[src/ctp_pkg.sv]
// Package with register map, field layouts and states of the timer pair.
package ctp_pkg;

   localparam logic [7:0]  ADDR_CTRL      = 8'h00;
   localparam logic [7:0]  ADDR_LOW_MODE  = 8'h04;
   localparam logic [7:0]  ADDR_HIGH_MODE = 8'h08;
   localparam logic [7:0]  ADDR_DUTY      = 8'h0C;
   localparam logic [7:0]  ADDR_LOW_PER   = 8'h10;
   localparam logic [7:0]  ADDR_HIGH_PER  = 8'h14;
   localparam logic [7:0]  ADDR_COUNT     = 8'h18;

   localparam logic [7:0]  RST_MODE       = 8'h00;
   localparam logic [7:0]  RST_COMPARE    = 8'hFF;
   localparam logic [15:0] RST_WIDE       = 16'hFFFF;
   localparam logic [15:0] RST_COUNT      = 16'h0000;

   localparam logic [1:0]  MODE_PPG       = 2'h2;
   localparam logic [1:0]  MODE_TIMER_A   = 2'h0;
   localparam logic [1:0]  MODE_TIMER_B   = 2'h1;

   localparam int          STOP_LAT       = 2;

   typedef struct packed {
      logic [4:0] reserved;
      logic       cascade_bit;
      logic       high_run_bit;
      logic       low_run_bit;
   } ctp_ctrl_type;

   typedef struct packed {
      logic       initial_level_bit;
      logic       buffer_enable;
      logic [2:0] clock_sel;
      logic       ext_input_sel;
      logic [1:0] mode_field;
   } ctp_mode_reg_type;

   typedef enum logic [2:0] {
      ST_IDLE = 3'b001,
      ST_PPG  = 3'b010,
      ST_WIDE = 3'b100
   } ctp_state_type;

endpackage : ctp_pkg

[src/ctp_timer.sv]
// Cascadable 8/16-bit timer with pulse generator behind an APB slave.
//
// How it works
// - Low unit runs pulse mode when mode is 10, no cascade, no ext input.
// - While low run bit is set the counter advances on each source tick.
// - Duty match drives the pulse output away from its initial level.
// - Period match returns the pulse to initial level and fires low irq.
// - Clearing low run stops, zeroes the counter, restores initial level.
// - Low buffer enable bit turns duty and period buffering off or on.
// - Buffered running writes wait in the buffer until the low irq.
// - Reads of duty and period return the buffered last written value.
// - Writes while stopped load buffer and active compare together, except low period writes with cascade set.
// - Unbuffered running writes act at once; equal value matches at once.
// - Cascade bit joins both counters; only high unit settings apply.
// - Wide timer runs when high mode is 00 or 01 and ext select is 0.
// - Wide compare is high period over low period, committed on high write.
// - Mode register writes are ignored while any run bit is set.
// - Wide match raises high irq, clears the counter and resumes.
// - Clearing high run stops the wide counter and clears it to zero.
// - High buffer enable holds running wide writes until the next match.
// - Unbuffered wide writes act at once; equal value matches at once.
// - Wide writes while stopped load buffer and active value together.
// - Reads of the period bytes always return the last written values.
`timescale 1ns/1ps
`default_nettype none

module ctp_timer
   import ctp_pkg::*;
(
   input  wire logic        pclk,            // APB clock, 10 MHz
   input  wire logic        presetn,         // Asynchronous reset, low
   input  wire logic        psel,            // APB select
   input  wire logic        penable,         // APB enable
   input  wire logic        pwrite,          // APB write direction
   input  wire logic [7:0]  paddr,           // APB byte address
   input  wire logic [31:0] pwdata,          // APB write data
   output var  logic [31:0] prdata,          // APB read data
   output var  logic        pready,          // APB ready
   output var  logic        pslverr,         // APB error, unmapped address
   output var  logic        pulse_out_pin,   // Pulse generator output
   output var  logic        low_timer_irq,   // Low unit period match pulse
   output var  logic        high_timer_irq   // Wide timer match pulse
);

   ////////////////////////////////////////////////////////////////////////////
   // Declarations and helper functions.

   ctp_ctrl_type     pair_control_reg;
   ctp_mode_reg_type low_mode_reg;
   ctp_mode_reg_type high_mode_reg;
   ctp_state_type    state;
   ctp_state_type    next_state;
   logic [7:0]       duty_buf;
   logic [7:0]       duty_compare_reg;
   logic [7:0]       low_period_buf;
   logic [7:0]       low_period_reg;
   logic [7:0]       high_period_reg;
   logic [15:0]      wide_buf;
   logic [15:0]      wide_compare_value;
   logic [15:0]      cnt;
   logic [10:0]      presc;
   logic             duty_seen;
   logic             per_seen;
   logic             tick;
   logic             duty_hit;
   logic             period_hit;
   logic             wide_hit;
   logic             cycle_end;
   logic             access;
   logic             wr;
   logic             any_run;
   logic [31:0]      rd_data;
   logic             rd_ok;

   // One source tick per 2^k system clocks, k chosen by the select field.
   function automatic logic sel_tick(input logic [2:0]  sel,
                                     input logic [10:0] p);
      unique case (sel)
         3'h0:    sel_tick = &p[10:0];
         3'h1:    sel_tick = &p[9:0];
         3'h2:    sel_tick = &p[7:0];
         3'h3:    sel_tick = &p[5:0];
         3'h4:    sel_tick = &p[3:0];
         3'h5:    sel_tick = &p[1:0];
         3'h6:    sel_tick = p[0];
         default: sel_tick = 1'b1;
      endcase
   endfunction : sel_tick

   function automatic logic wr_at(input logic       w,
                                  input logic [7:0] a,
                                  input logic [7:0] off);
      wr_at = w && (a == off);
   endfunction : wr_at

   ////////////////////////////////////////////////////////////////////////////
   // Mode selection and match detection.

   always_comb
   begin
      next_state = ST_IDLE;
      if (pair_control_reg.cascade_bit)
      begin
         if (pair_control_reg.high_run_bit && !high_mode_reg.ext_input_sel &&
             (high_mode_reg.mode_field == MODE_TIMER_A ||
              high_mode_reg.mode_field == MODE_TIMER_B))
            next_state = ST_WIDE;
      end
      else if (pair_control_reg.low_run_bit && !low_mode_reg.ext_input_sel &&
               low_mode_reg.mode_field == MODE_PPG)
         next_state = ST_PPG;
   end

   always_ff @(posedge pclk or negedge presetn)
   begin
      if (!presetn)
         state <= ST_IDLE;
      else
         state <= next_state;
   end

   always_ff @(posedge pclk or negedge presetn)
   begin
      if (!presetn)
         presc <= 11'h000;
      else
         presc <= presc + 11'h001;
   end

   // Matches are checked every cycle, so an equal write hits at once.
   assign tick       = (state == ST_WIDE) ?
                       sel_tick(high_mode_reg.clock_sel, presc) :
                       sel_tick(low_mode_reg.clock_sel, presc);
   assign duty_hit   = (state == ST_PPG) && !duty_seen &&
                       (cnt[7:0] == duty_compare_reg);
   assign period_hit = (state == ST_PPG) && !per_seen &&
                       (cnt[7:0] == low_period_reg);
   assign wide_hit   = (state == ST_WIDE) && !per_seen &&
                       (cnt == wide_compare_value);
   assign cycle_end  = period_hit || wide_hit;

   ////////////////////////////////////////////////////////////////////////////
   // Counter and match flags.

   always_ff @(posedge pclk or negedge presetn)
   begin
      if (!presetn)
         cnt <= RST_COUNT;
      else if (state == ST_IDLE)
         cnt <= RST_COUNT;
      else if (cycle_end)
         cnt <= RST_COUNT;
      else if (tick && state == ST_PPG)
         cnt <= {8'h00, cnt[7:0] + 8'h01};
      else if (tick)
         cnt <= cnt + 16'h0001;
   end

   // A flag stops one count value from matching twice.
   always_ff @(posedge pclk or negedge presetn)
   begin
      if (!presetn)
         per_seen <= 1'b0;
      else if (state == ST_IDLE)
         per_seen <= 1'b0;
      else if (cycle_end)
         per_seen <= (cnt == RST_COUNT);
      else if (tick)
         per_seen <= 1'b0;
   end

   always_ff @(posedge pclk or negedge presetn)
   begin
      if (!presetn)
         duty_seen <= 1'b0;
      else if (state == ST_IDLE || cycle_end || tick)
         duty_seen <= 1'b0;
      else if (duty_hit)
         duty_seen <= 1'b1;
   end

   ////////////////////////////////////////////////////////////////////////////
   // Pulse output and match events.

   always_ff @(posedge pclk or negedge presetn)
   begin
      if (!presetn)
         pulse_out_pin <= 1'b0;
      else if (state != ST_PPG)
         pulse_out_pin <= low_mode_reg.initial_level_bit;
      else if (period_hit)
         pulse_out_pin <= low_mode_reg.initial_level_bit;
      else if (duty_hit)
         pulse_out_pin <= !low_mode_reg.initial_level_bit;
   end

   always_ff @(posedge pclk or negedge presetn)
   begin
      if (!presetn)
      begin
         low_timer_irq  <= 1'b0;
         high_timer_irq <= 1'b0;
      end
      else
      begin
         low_timer_irq  <= period_hit;
         high_timer_irq <= wide_hit;
      end
   end

   ////////////////////////////////////////////////////////////////////////////
   // Control and mode registers.

   assign access  = psel && penable && pready;
   assign wr      = access && pwrite;
   assign any_run = pair_control_reg.low_run_bit ||
                    pair_control_reg.high_run_bit;

   always_ff @(posedge pclk or negedge presetn)
   begin
      if (!presetn)
         pair_control_reg <= ctp_ctrl_type'(RST_MODE);
      else if (wr_at(wr, paddr, ADDR_CTRL))
         pair_control_reg <= ctp_ctrl_type'({5'h00, pwdata[2:0]});
   end

   always_ff @(posedge pclk or negedge presetn)
   begin
      if (!presetn)
      begin
         low_mode_reg  <= ctp_mode_reg_type'(RST_MODE);
         high_mode_reg <= ctp_mode_reg_type'(RST_MODE);
      end
      else if (!any_run)
      begin
         if (wr_at(wr, paddr, ADDR_LOW_MODE))
            low_mode_reg <= ctp_mode_reg_type'(pwdata[7:0]);
         if (wr_at(wr, paddr, ADDR_HIGH_MODE))
            high_mode_reg <= ctp_mode_reg_type'(pwdata[7:0]);
      end
   end

   ////////////////////////////////////////////////////////////////////////////
   // Compare registers with their buffers.

   always_ff @(posedge pclk or negedge presetn)
   begin
      if (!presetn)
      begin
         duty_buf         <= RST_COMPARE;
         duty_compare_reg <= RST_COMPARE;
      end
      else if (wr_at(wr, paddr, ADDR_DUTY))
      begin
         duty_buf <= pwdata[7:0];
         if (state != ST_PPG || !low_mode_reg.buffer_enable)
            duty_compare_reg <= pwdata[7:0];
         else if (period_hit)
            duty_compare_reg <= duty_buf;
      end
      else if (period_hit && low_mode_reg.buffer_enable)
         duty_compare_reg <= duty_buf;
   end

   always_ff @(posedge pclk or negedge presetn)
   begin
      if (!presetn)
      begin
         low_period_buf <= RST_COMPARE;
         low_period_reg <= RST_COMPARE;
      end
      else if (wr_at(wr, paddr, ADDR_LOW_PER))
      begin
         low_period_buf <= pwdata[7:0];
         if (pair_control_reg.cascade_bit)
            low_period_reg <= low_period_reg;
         else if (state != ST_PPG || !low_mode_reg.buffer_enable)
            low_period_reg <= pwdata[7:0];
         else if (period_hit)
            low_period_reg <= low_period_buf;
      end
      else if (period_hit && low_mode_reg.buffer_enable)
         low_period_reg <= low_period_buf;
   end

   always_ff @(posedge pclk or negedge presetn)
   begin
      if (!presetn)
      begin
         high_period_reg    <= RST_COMPARE;
         wide_buf           <= RST_WIDE;
         wide_compare_value <= RST_WIDE;
      end
      else if (wr_at(wr, paddr, ADDR_HIGH_PER))
      begin
         high_period_reg <= pwdata[7:0];
         wide_buf        <= {pwdata[7:0], low_period_buf};
         if (state != ST_WIDE || !high_mode_reg.buffer_enable)
            wide_compare_value <= {pwdata[7:0], low_period_buf};
         else if (wide_hit)
            wide_compare_value <= wide_buf;
      end
      else if (wide_hit && high_mode_reg.buffer_enable)
         wide_compare_value <= wide_buf;
   end

   ////////////////////////////////////////////////////////////////////////////
   // APB read path; every transfer takes one wait state.

   always_comb
   begin
      rd_data = 32'h0000_0000;
      rd_ok   = 1'b1;
      unique case (paddr)
         ADDR_CTRL:      rd_data = {24'h000000, pair_control_reg};
         ADDR_LOW_MODE:  rd_data = {24'h000000, low_mode_reg};
         ADDR_HIGH_MODE: rd_data = {24'h000000, high_mode_reg};
         ADDR_DUTY:      rd_data = {24'h000000, duty_buf};
         ADDR_LOW_PER:   rd_data = {24'h000000, low_period_buf};
         ADDR_HIGH_PER:  rd_data = {24'h000000, high_period_reg};
         ADDR_COUNT:     rd_data = {16'h0000, cnt};
         default:        rd_ok   = 1'b0;
      endcase
   end

   always_ff @(posedge pclk or negedge presetn)
   begin
      if (!presetn)
      begin
         pready  <= 1'b0;
         pslverr <= 1'b0;
         prdata  <= 32'h0000_0000;
      end
      else if (psel && penable && !pready)
      begin
         pready  <= 1'b1;
         pslverr <= !rd_ok;
         prdata  <= pwrite ? 32'h0000_0000 : rd_data;
      end
      else
      begin
         pready  <= 1'b0;
         pslverr <= 1'b0;
      end
   end
endmodule : ctp_timer

`default_nettype wire

[config.mk]
export PLATFORM = sky130hd
export DESIGN_NAME = ctp_timer
export DESIGN_NICKNAME = d
export VERILOG_FILES = /design/src/ctp_pkg.sv /design/src/ctp_timer.sv
export SDC_FILE = /design/constraint.sdc
export NUM_CORES = 1
export LEC_CHECK = 0
export BUFFER_PORTS_ARGS = -buffer_cell sky130_fd_sc_hd__buf_2
export CAP_MARGIN = 20
export CORE_MARGIN = 2
export CORE_UTILIZATION = 60
export DETAILED_ROUTE_END_ITERATION = 7
export GPL_TIMING_DRIVEN = 0
export PLACE_DENSITY = 0.8
export SLEW_MARGIN = 20
export SYNTH_ARGS = -nofsm -noshare
export SYNTH_HDL_FRONTEND = slang
export SYNTH_SLANG_ARGS = --single-unit
[constraint.sdc]
create_clock -name pclk -period 6.6 [get_ports pclk]
set_clock_uncertainty 0.1 [all_clocks]
set_input_delay 0.99 -clock pclk [delete_from_list [all_inputs] [get_ports pclk]]
set_output_delay 0.99 -clock pclk [all_outputs]
set_load 0.02 [all_outputs]
==> run metrics, run 1 <==
status=finished clean; clock power share=0.521; sequential share of power=0.441; Worst EP arrival=roughly 3.4 ns; worst r2r src=cnt[0]; worst setup slack after layout=3.50 ns; WL final=between 15000 and 20000 microns; critical path's slowest cell=or4_4; critical path's top delay family=simple AND/OR/NAND/NOR gates; Worst EP required=just under 7 ns; most common cell after layout, fill and taps aside=dfrtp_1; Inserted Diodes=0; Die H=113 microns; final core utilization=0.712; Site Rows=39; non-filler cells, final=867; Crit Reg-Reg Endpoint=cnt[1]; Most used DFF post-synth=dfrtp_1; WHS=0.369 ns; Leak=3.56 nW; Core ar.=11500 sq um; crit-path max FO=10; peak supply drop=between 0.3 and 0.4 mV; clock tree buffer depth=2; syn_area_per_cell=between 10 and 15 sq um; max cap viols=0; CTS tree=yes; vias in the first global route=between 5k and 6k; CP max stage delay=~0.56 ns; crit path kind=input port to register; CTS Hold Buffers Added=0; Post-route DRC=0; aggregate global-route resource usage=0.303; Comb pwr share=0.038; most frequent cells in the layout=71 x dfrtp_1, 65 x dfstp_2, 57 x mux2_2, 43 x nand2_1, 43 x buf_2; Die Wd=113 microns; Int Power=1.50 mW; first-pass GRT wire length=between 20000 and 30000 microns; worst-margin pin slew=1.04 ns; Peak Freq=between 300 and 400 MHz; sequential-to-total area share from yosys stat=0.492; Pins Over Slew Limit=0; min Tclk post-route=3.10 ns; vias=5410; net switching power=412 uW; pin count of the biggest net entering global routing=87; layout cells sized above 1=0.327; initial drt markers=just under 500; Power Density=234 nW/um^2; crit-path cells=buf_2 -> or4_4 -> nor3_1 -> nand4_2 -> a21oi_1 -> buf_4 -> nor2_2 -> a21o_1; Worst-path clk slew=0.06 ns; grt ovf=0; Num CTS Buffers=17; reg2reg path depth=8; final hold violation count=0; period utilization=0.470; Rel. slew slack=0.304; Post-DP HPWL=roughly 13000 microns; Net Sw Frac=0.215; Post-synth ARST share=1.00; Setup Buffers After CTS=0; clk sinks=136; RSZ-0062 raised after global routing=false; worst slack, placed=about 3.1 ns; synthesized flop and latch total=about 140; 1st-pass router iterations=5; die area=12700 sq um; IO buf count=38; Resized Gates After CTS=0; WP buf/inv=2; CP startpoint kind=input port; htree depth=4; drt via density=6.24; biggest regs=cnt x16, prdata x16, wide_compare_value x16; post-synthesis cell area=7080 sq um; number of enable flip-flop cells after synthesis=0; Gate Count Post-Synth=between 600 and 700; initial core utilization=0.617; Hold Path Class=input port to async pin; clk root buf=clkbuf_16; Setup crit start=paddr[1]; CP Capture Type=register; number of distinct library cells after synthesis=71; final-stage net count=759; RePlAce Congestion=0.891; initial antenna violation count=0; IO Count=82; WL/cell=21.2 microns; remaining antenna violation count=0; Skew-Pair Late Insertion Delay=approximately 0.42 ns; YS warnings=0; Area Growth Syn to Fin=15.3%; post-route setup TNS=0 ns; Worst R2R Setup Slack=3.56 ns; dpl cells=835; final setup violation count=0
cells by family (layout without fill, tap and decap cells):
group                    Yosys count  in the layout  share of synthesized area
buffers and inverters             65            136                     0.0488
XOR/XNOR                          42             42                     0.0520
multiplexers                      89             89                      0.138
adder cells (fa/ha/maj)            3              3                    0.00530
AND/OR/NAND/NOR                  172            172                      0.140
AO/OA/AOI/OAI                    130            130                      0.124
flip-flops                       136            136                      0.492
other                              1             16                   0.000530
cells in the mapped netlist (all sizes together) (15+ instances only):
library cell	number	area (sq um)
dfstp	65	1710
clkbuf	26	97.6
a21oi	27	139
mux2i	31	310
o21ai	41	213
nor2	26	100
mux2	57	642
dfrtp	71	1780
buf	31	218
nand4	15	100
nand2	43	161
nand3	22	110
xnor2	37	324
a22o	20	175
routing by layer:
layer	track usage	vias to the layer above	wire [microns]
li1	-	2442	-
met1	0.403	2718	7800
met2	0.494	216	9030
met3	0.0713	34	1200
met4	0.0984	0	371
met5	0	-	0
worst max-delay path by stage:
stage / to / slack [ns] / cells after the start
after floorplan: low_period_reg[5] / 3.57 / 9
after global placement: high_timer_irq / 2.74 / 1
after detailed placement: duty_compare_reg[4] / 3.14 / 8
after CTS: duty_compare_reg[4] / 3.55 / 8
after global routing: cnt[1] / 3.38 / 8
final: duty_compare_reg[4] / 3.50 / 8
through the flow:
step	power, mW	cell area (sq um)
finish	1.91	8160
global route	1.96	8160
CTS	1.92	8160
detailed placement	0.927	7540
global placement	0.923	7500
floorplan	0.889	7140
final cells by class:
| type | count | area (sq um) |
|---|---|---|
| flip-flops and latches | 136 | 3480 |
| multi-input cells | 452 | 3310 |
| fillers | 831 | 3300 |
| clock buffers | 19 | 443 |
| plain buffers | 57 | 315 |
| repair buffers | 39 | 228 |
| well taps | 143 | 179 |
| clock inverters | 13 | 178 |
| inverters | 8 | 30.0 |
power groups by stage:
stage | clock [mW] | combinational (mW) | sequential, mW
4_1_cts | 1.00 | 0.0724 | 0.842
2_1_floorplan | 0 | 0.0334 | 0.856
6_report | 0.996 | 0.0723 | 0.842
3_3_place_gp | 0 | 0.0677 | 0.855
3_5_place_dp | 0 | 0.0719 | 0.855
5_1_grt | 1.04 | 0.0792 | 0.842
(Power assumes the default switching activity.)
==> run 2, diff against run 1 <==
CORE_UTILIZATION = 59   (was 60)
PLACE_DENSITY = 0.78   (was 0.8)
clock period = 3.1 ns   (was 6.6 ns; I/O delays follow)
==> run 2 against run 1 <==
Register-to-register slack worse by 3.5 ns. Worst hold slack worse by 0.13 ns. Die area up 1.6%. Routed wire length down 1.0%. Non-clock buffer count unchanged. First-iteration DRC count down 17%. Critical path depth unchanged. Critical path type is now register to register. Critical endpoint is now cnt[13]. Highest routed layer unchanged.
==> run metrics, run 2 (same netlist as run 1, synthesis figures left out) <==
period utilization=0.995; Site Rows=40 (+2.6%); critical path's slowest cell=nor4b_1; Power Density=483 nW/um^2 (+110%); WP buf/inv=2 (unchanged); final core utilization=0.687 (-0.0250); aggregate global-route resource usage=0.298 (-0.00506); CTS tree=yes; Worst-path clk slew=0.06 ns (about the same); worst setup slack after layout=0.0142 ns (-3.49 ns); remaining antenna violation count=0 (unchanged); biggest regs=cnt x16, prdata x16, wide_compare_value x16; Leak=3.56 nW (+0.13%); Peak Freq=324 MHz; min Tclk post-route=3.09 ns; Rel. slew slack=0.304 (+0.000335); Die H=114 microns (+0.82%); Post-DP HPWL=12800 microns (-1.2%); Worst EP arrival=3.28 ns (-0.07 ns); CP max stage delay=0.57 ns (about the same); most frequent cells in the layout=71 x dfrtp_1, 65 x dfstp_2, 57 x mux2_2, 43 x nand2_1, 43 x buf_2; die area=12900 sq um (+1.6%); WL final=18200 microns (-1.0%); WL/cell=20.9 microns (-1.5%); crit path kind=register to register; post-route setup TNS=0 ns (unchanged); vias=5472 (+1.1%); most common cell after layout, fill and taps aside=dfrtp_1; Hold Path Class=input port to register; max cap viols=0 (unchanged); clock tree buffer depth=2 (unchanged); peak supply drop=0.375 mV (+13%); Inserted Diodes=0 (unchanged); htree depth=4 (unchanged); clk root buf=clkbuf_16; crit-path max FO=10 (unchanged); clk sinks=136 (unchanged); Area Growth Syn to Fin=15.1%; vias in the first global route=5340 (-1.4%); final setup violation count=0 (unchanged); IO buf count=38 (unchanged); initial antenna violation count=0 (unchanged); grt ovf=0 (unchanged); status=finished clean; final hold violation count=0 (unchanged); most used cell, CP=a21oi_1; Die Wd=114 microns (+0.82%); critical path's top delay family=simple AND/OR/NAND/NOR gates; CP Capture Type=register; first-pass GRT wire length=28900 microns (-2.3%); IO Count=82 (unchanged); Pins Over Slew Limit=0 (unchanged); initial drt markers=403 (-17%); 1st-pass router iterations=6 (+1); final-stage net count=759 (unchanged); WHS=0.240 ns (-0.129 ns); Core ar.=11900 sq um (+3.4%); worst slack, placed=0.119 ns (-3.02 ns); pin count of the biggest net entering global routing=87 (unchanged); RePlAce Congestion=0.905 (+1.6%); crit-path cells=buf_1 -> xnor2_1 -> nand4_1 -> nor4b_1 -> a21oi_1 -> nand2_1 -> clkbuf_1 -> a21oi_1; Post-route DRC=0 (unchanged); layout cells sized above 1=0.331 (+0.00414); worst-margin pin slew=1.04 ns (-0.000498 ns); CP startpoint kind=register; initial core utilization=0.597 (-0.0205); RSZ-0062 raised after global routing=false; Worst EP required=3.29 ns (-3.56 ns); Skew-Pair Late Insertion Delay=0.43 ns (about the same); drt via density=6.28 (+0.68%); Num CTS Buffers=17 (unchanged)
## run 2: where the power goes
part / total, mW / internal [mW] / switching [mW]
registers: 1.79 / 1.79 / 0.00471
clock network: 1.99 / 1.22 / 0.771
logic: 0.155 / 0.0455 / 0.110
total: 3.94 / 3.05 / 0.885
## run 2: tightest hold or removal path, cell delays in order
cell	delay, ns
buf_2	0.15
nand2_1	0.07
o21ai_0	0.07
## run 2: area by class of cell
class / count / area [sq um]
fill: 896 / 3710
sequential: 136 / 3480
multi-input combinational: 452 / 3310
clock buffer: 20 / 457
buffer: 54 / 304
timing repair buffer: 42 / 253
tap: 147 / 184
clock inverter: 12 / 123
inverter: 8 / 30.0
## run 2: metal layers
layer / vias to the layer above / part of all wire / global-route usage
li1: 2458 / - / -
met1: 2728 / 0.42 / 0.399
met2: 238 / 0.48 / 0.470
met3: 48 / 0.072 / 0.0616
met4: 0 / 0.032 / 0.139
met5: - / 0 / 0
## run 2: worst paths after layout
kind                            slack, ns  depth (start not counted)                    end         startpoint
min in group asynchronous            0.44                          2               presc[4]            presetn
worst max register to register       0.01                          8                cnt[13]             cnt[7]
worst min-delay path                 0.24                          3    duty_compare_reg[6]          pwdata[6]
worst min register to register       0.37                          2      low_period_reg[4]  low_period_reg[4]
worst max-delay path                 0.01                          8                cnt[13]             cnt[7]
max in group asynchronous            1.69                          3  wide_compare_value[5]            presetn
## run 2: per-stage QoR
| step | std cells | total power, mW | area (sq um) |
|---|---|---|---|
| finish | 871 | 3.94 | 8150 |
| global route | 871 | 4.04 | 8150 |
| CTS | 872 | 3.95 | 8140 |
| detailed placement | 839 | 1.97 | 7550 |
| global placement | 838 | 1.97 | 7510 |
| floorplan | 653 | 1.89 | 7140 |
## run 2: timing repair
action,CTS,global route
resized for setup,0,1
hold buffers,1,0
endpoints found under the hold margin,33,0
endpoints found under the setup margin,0,10
buffers inserted,0,2
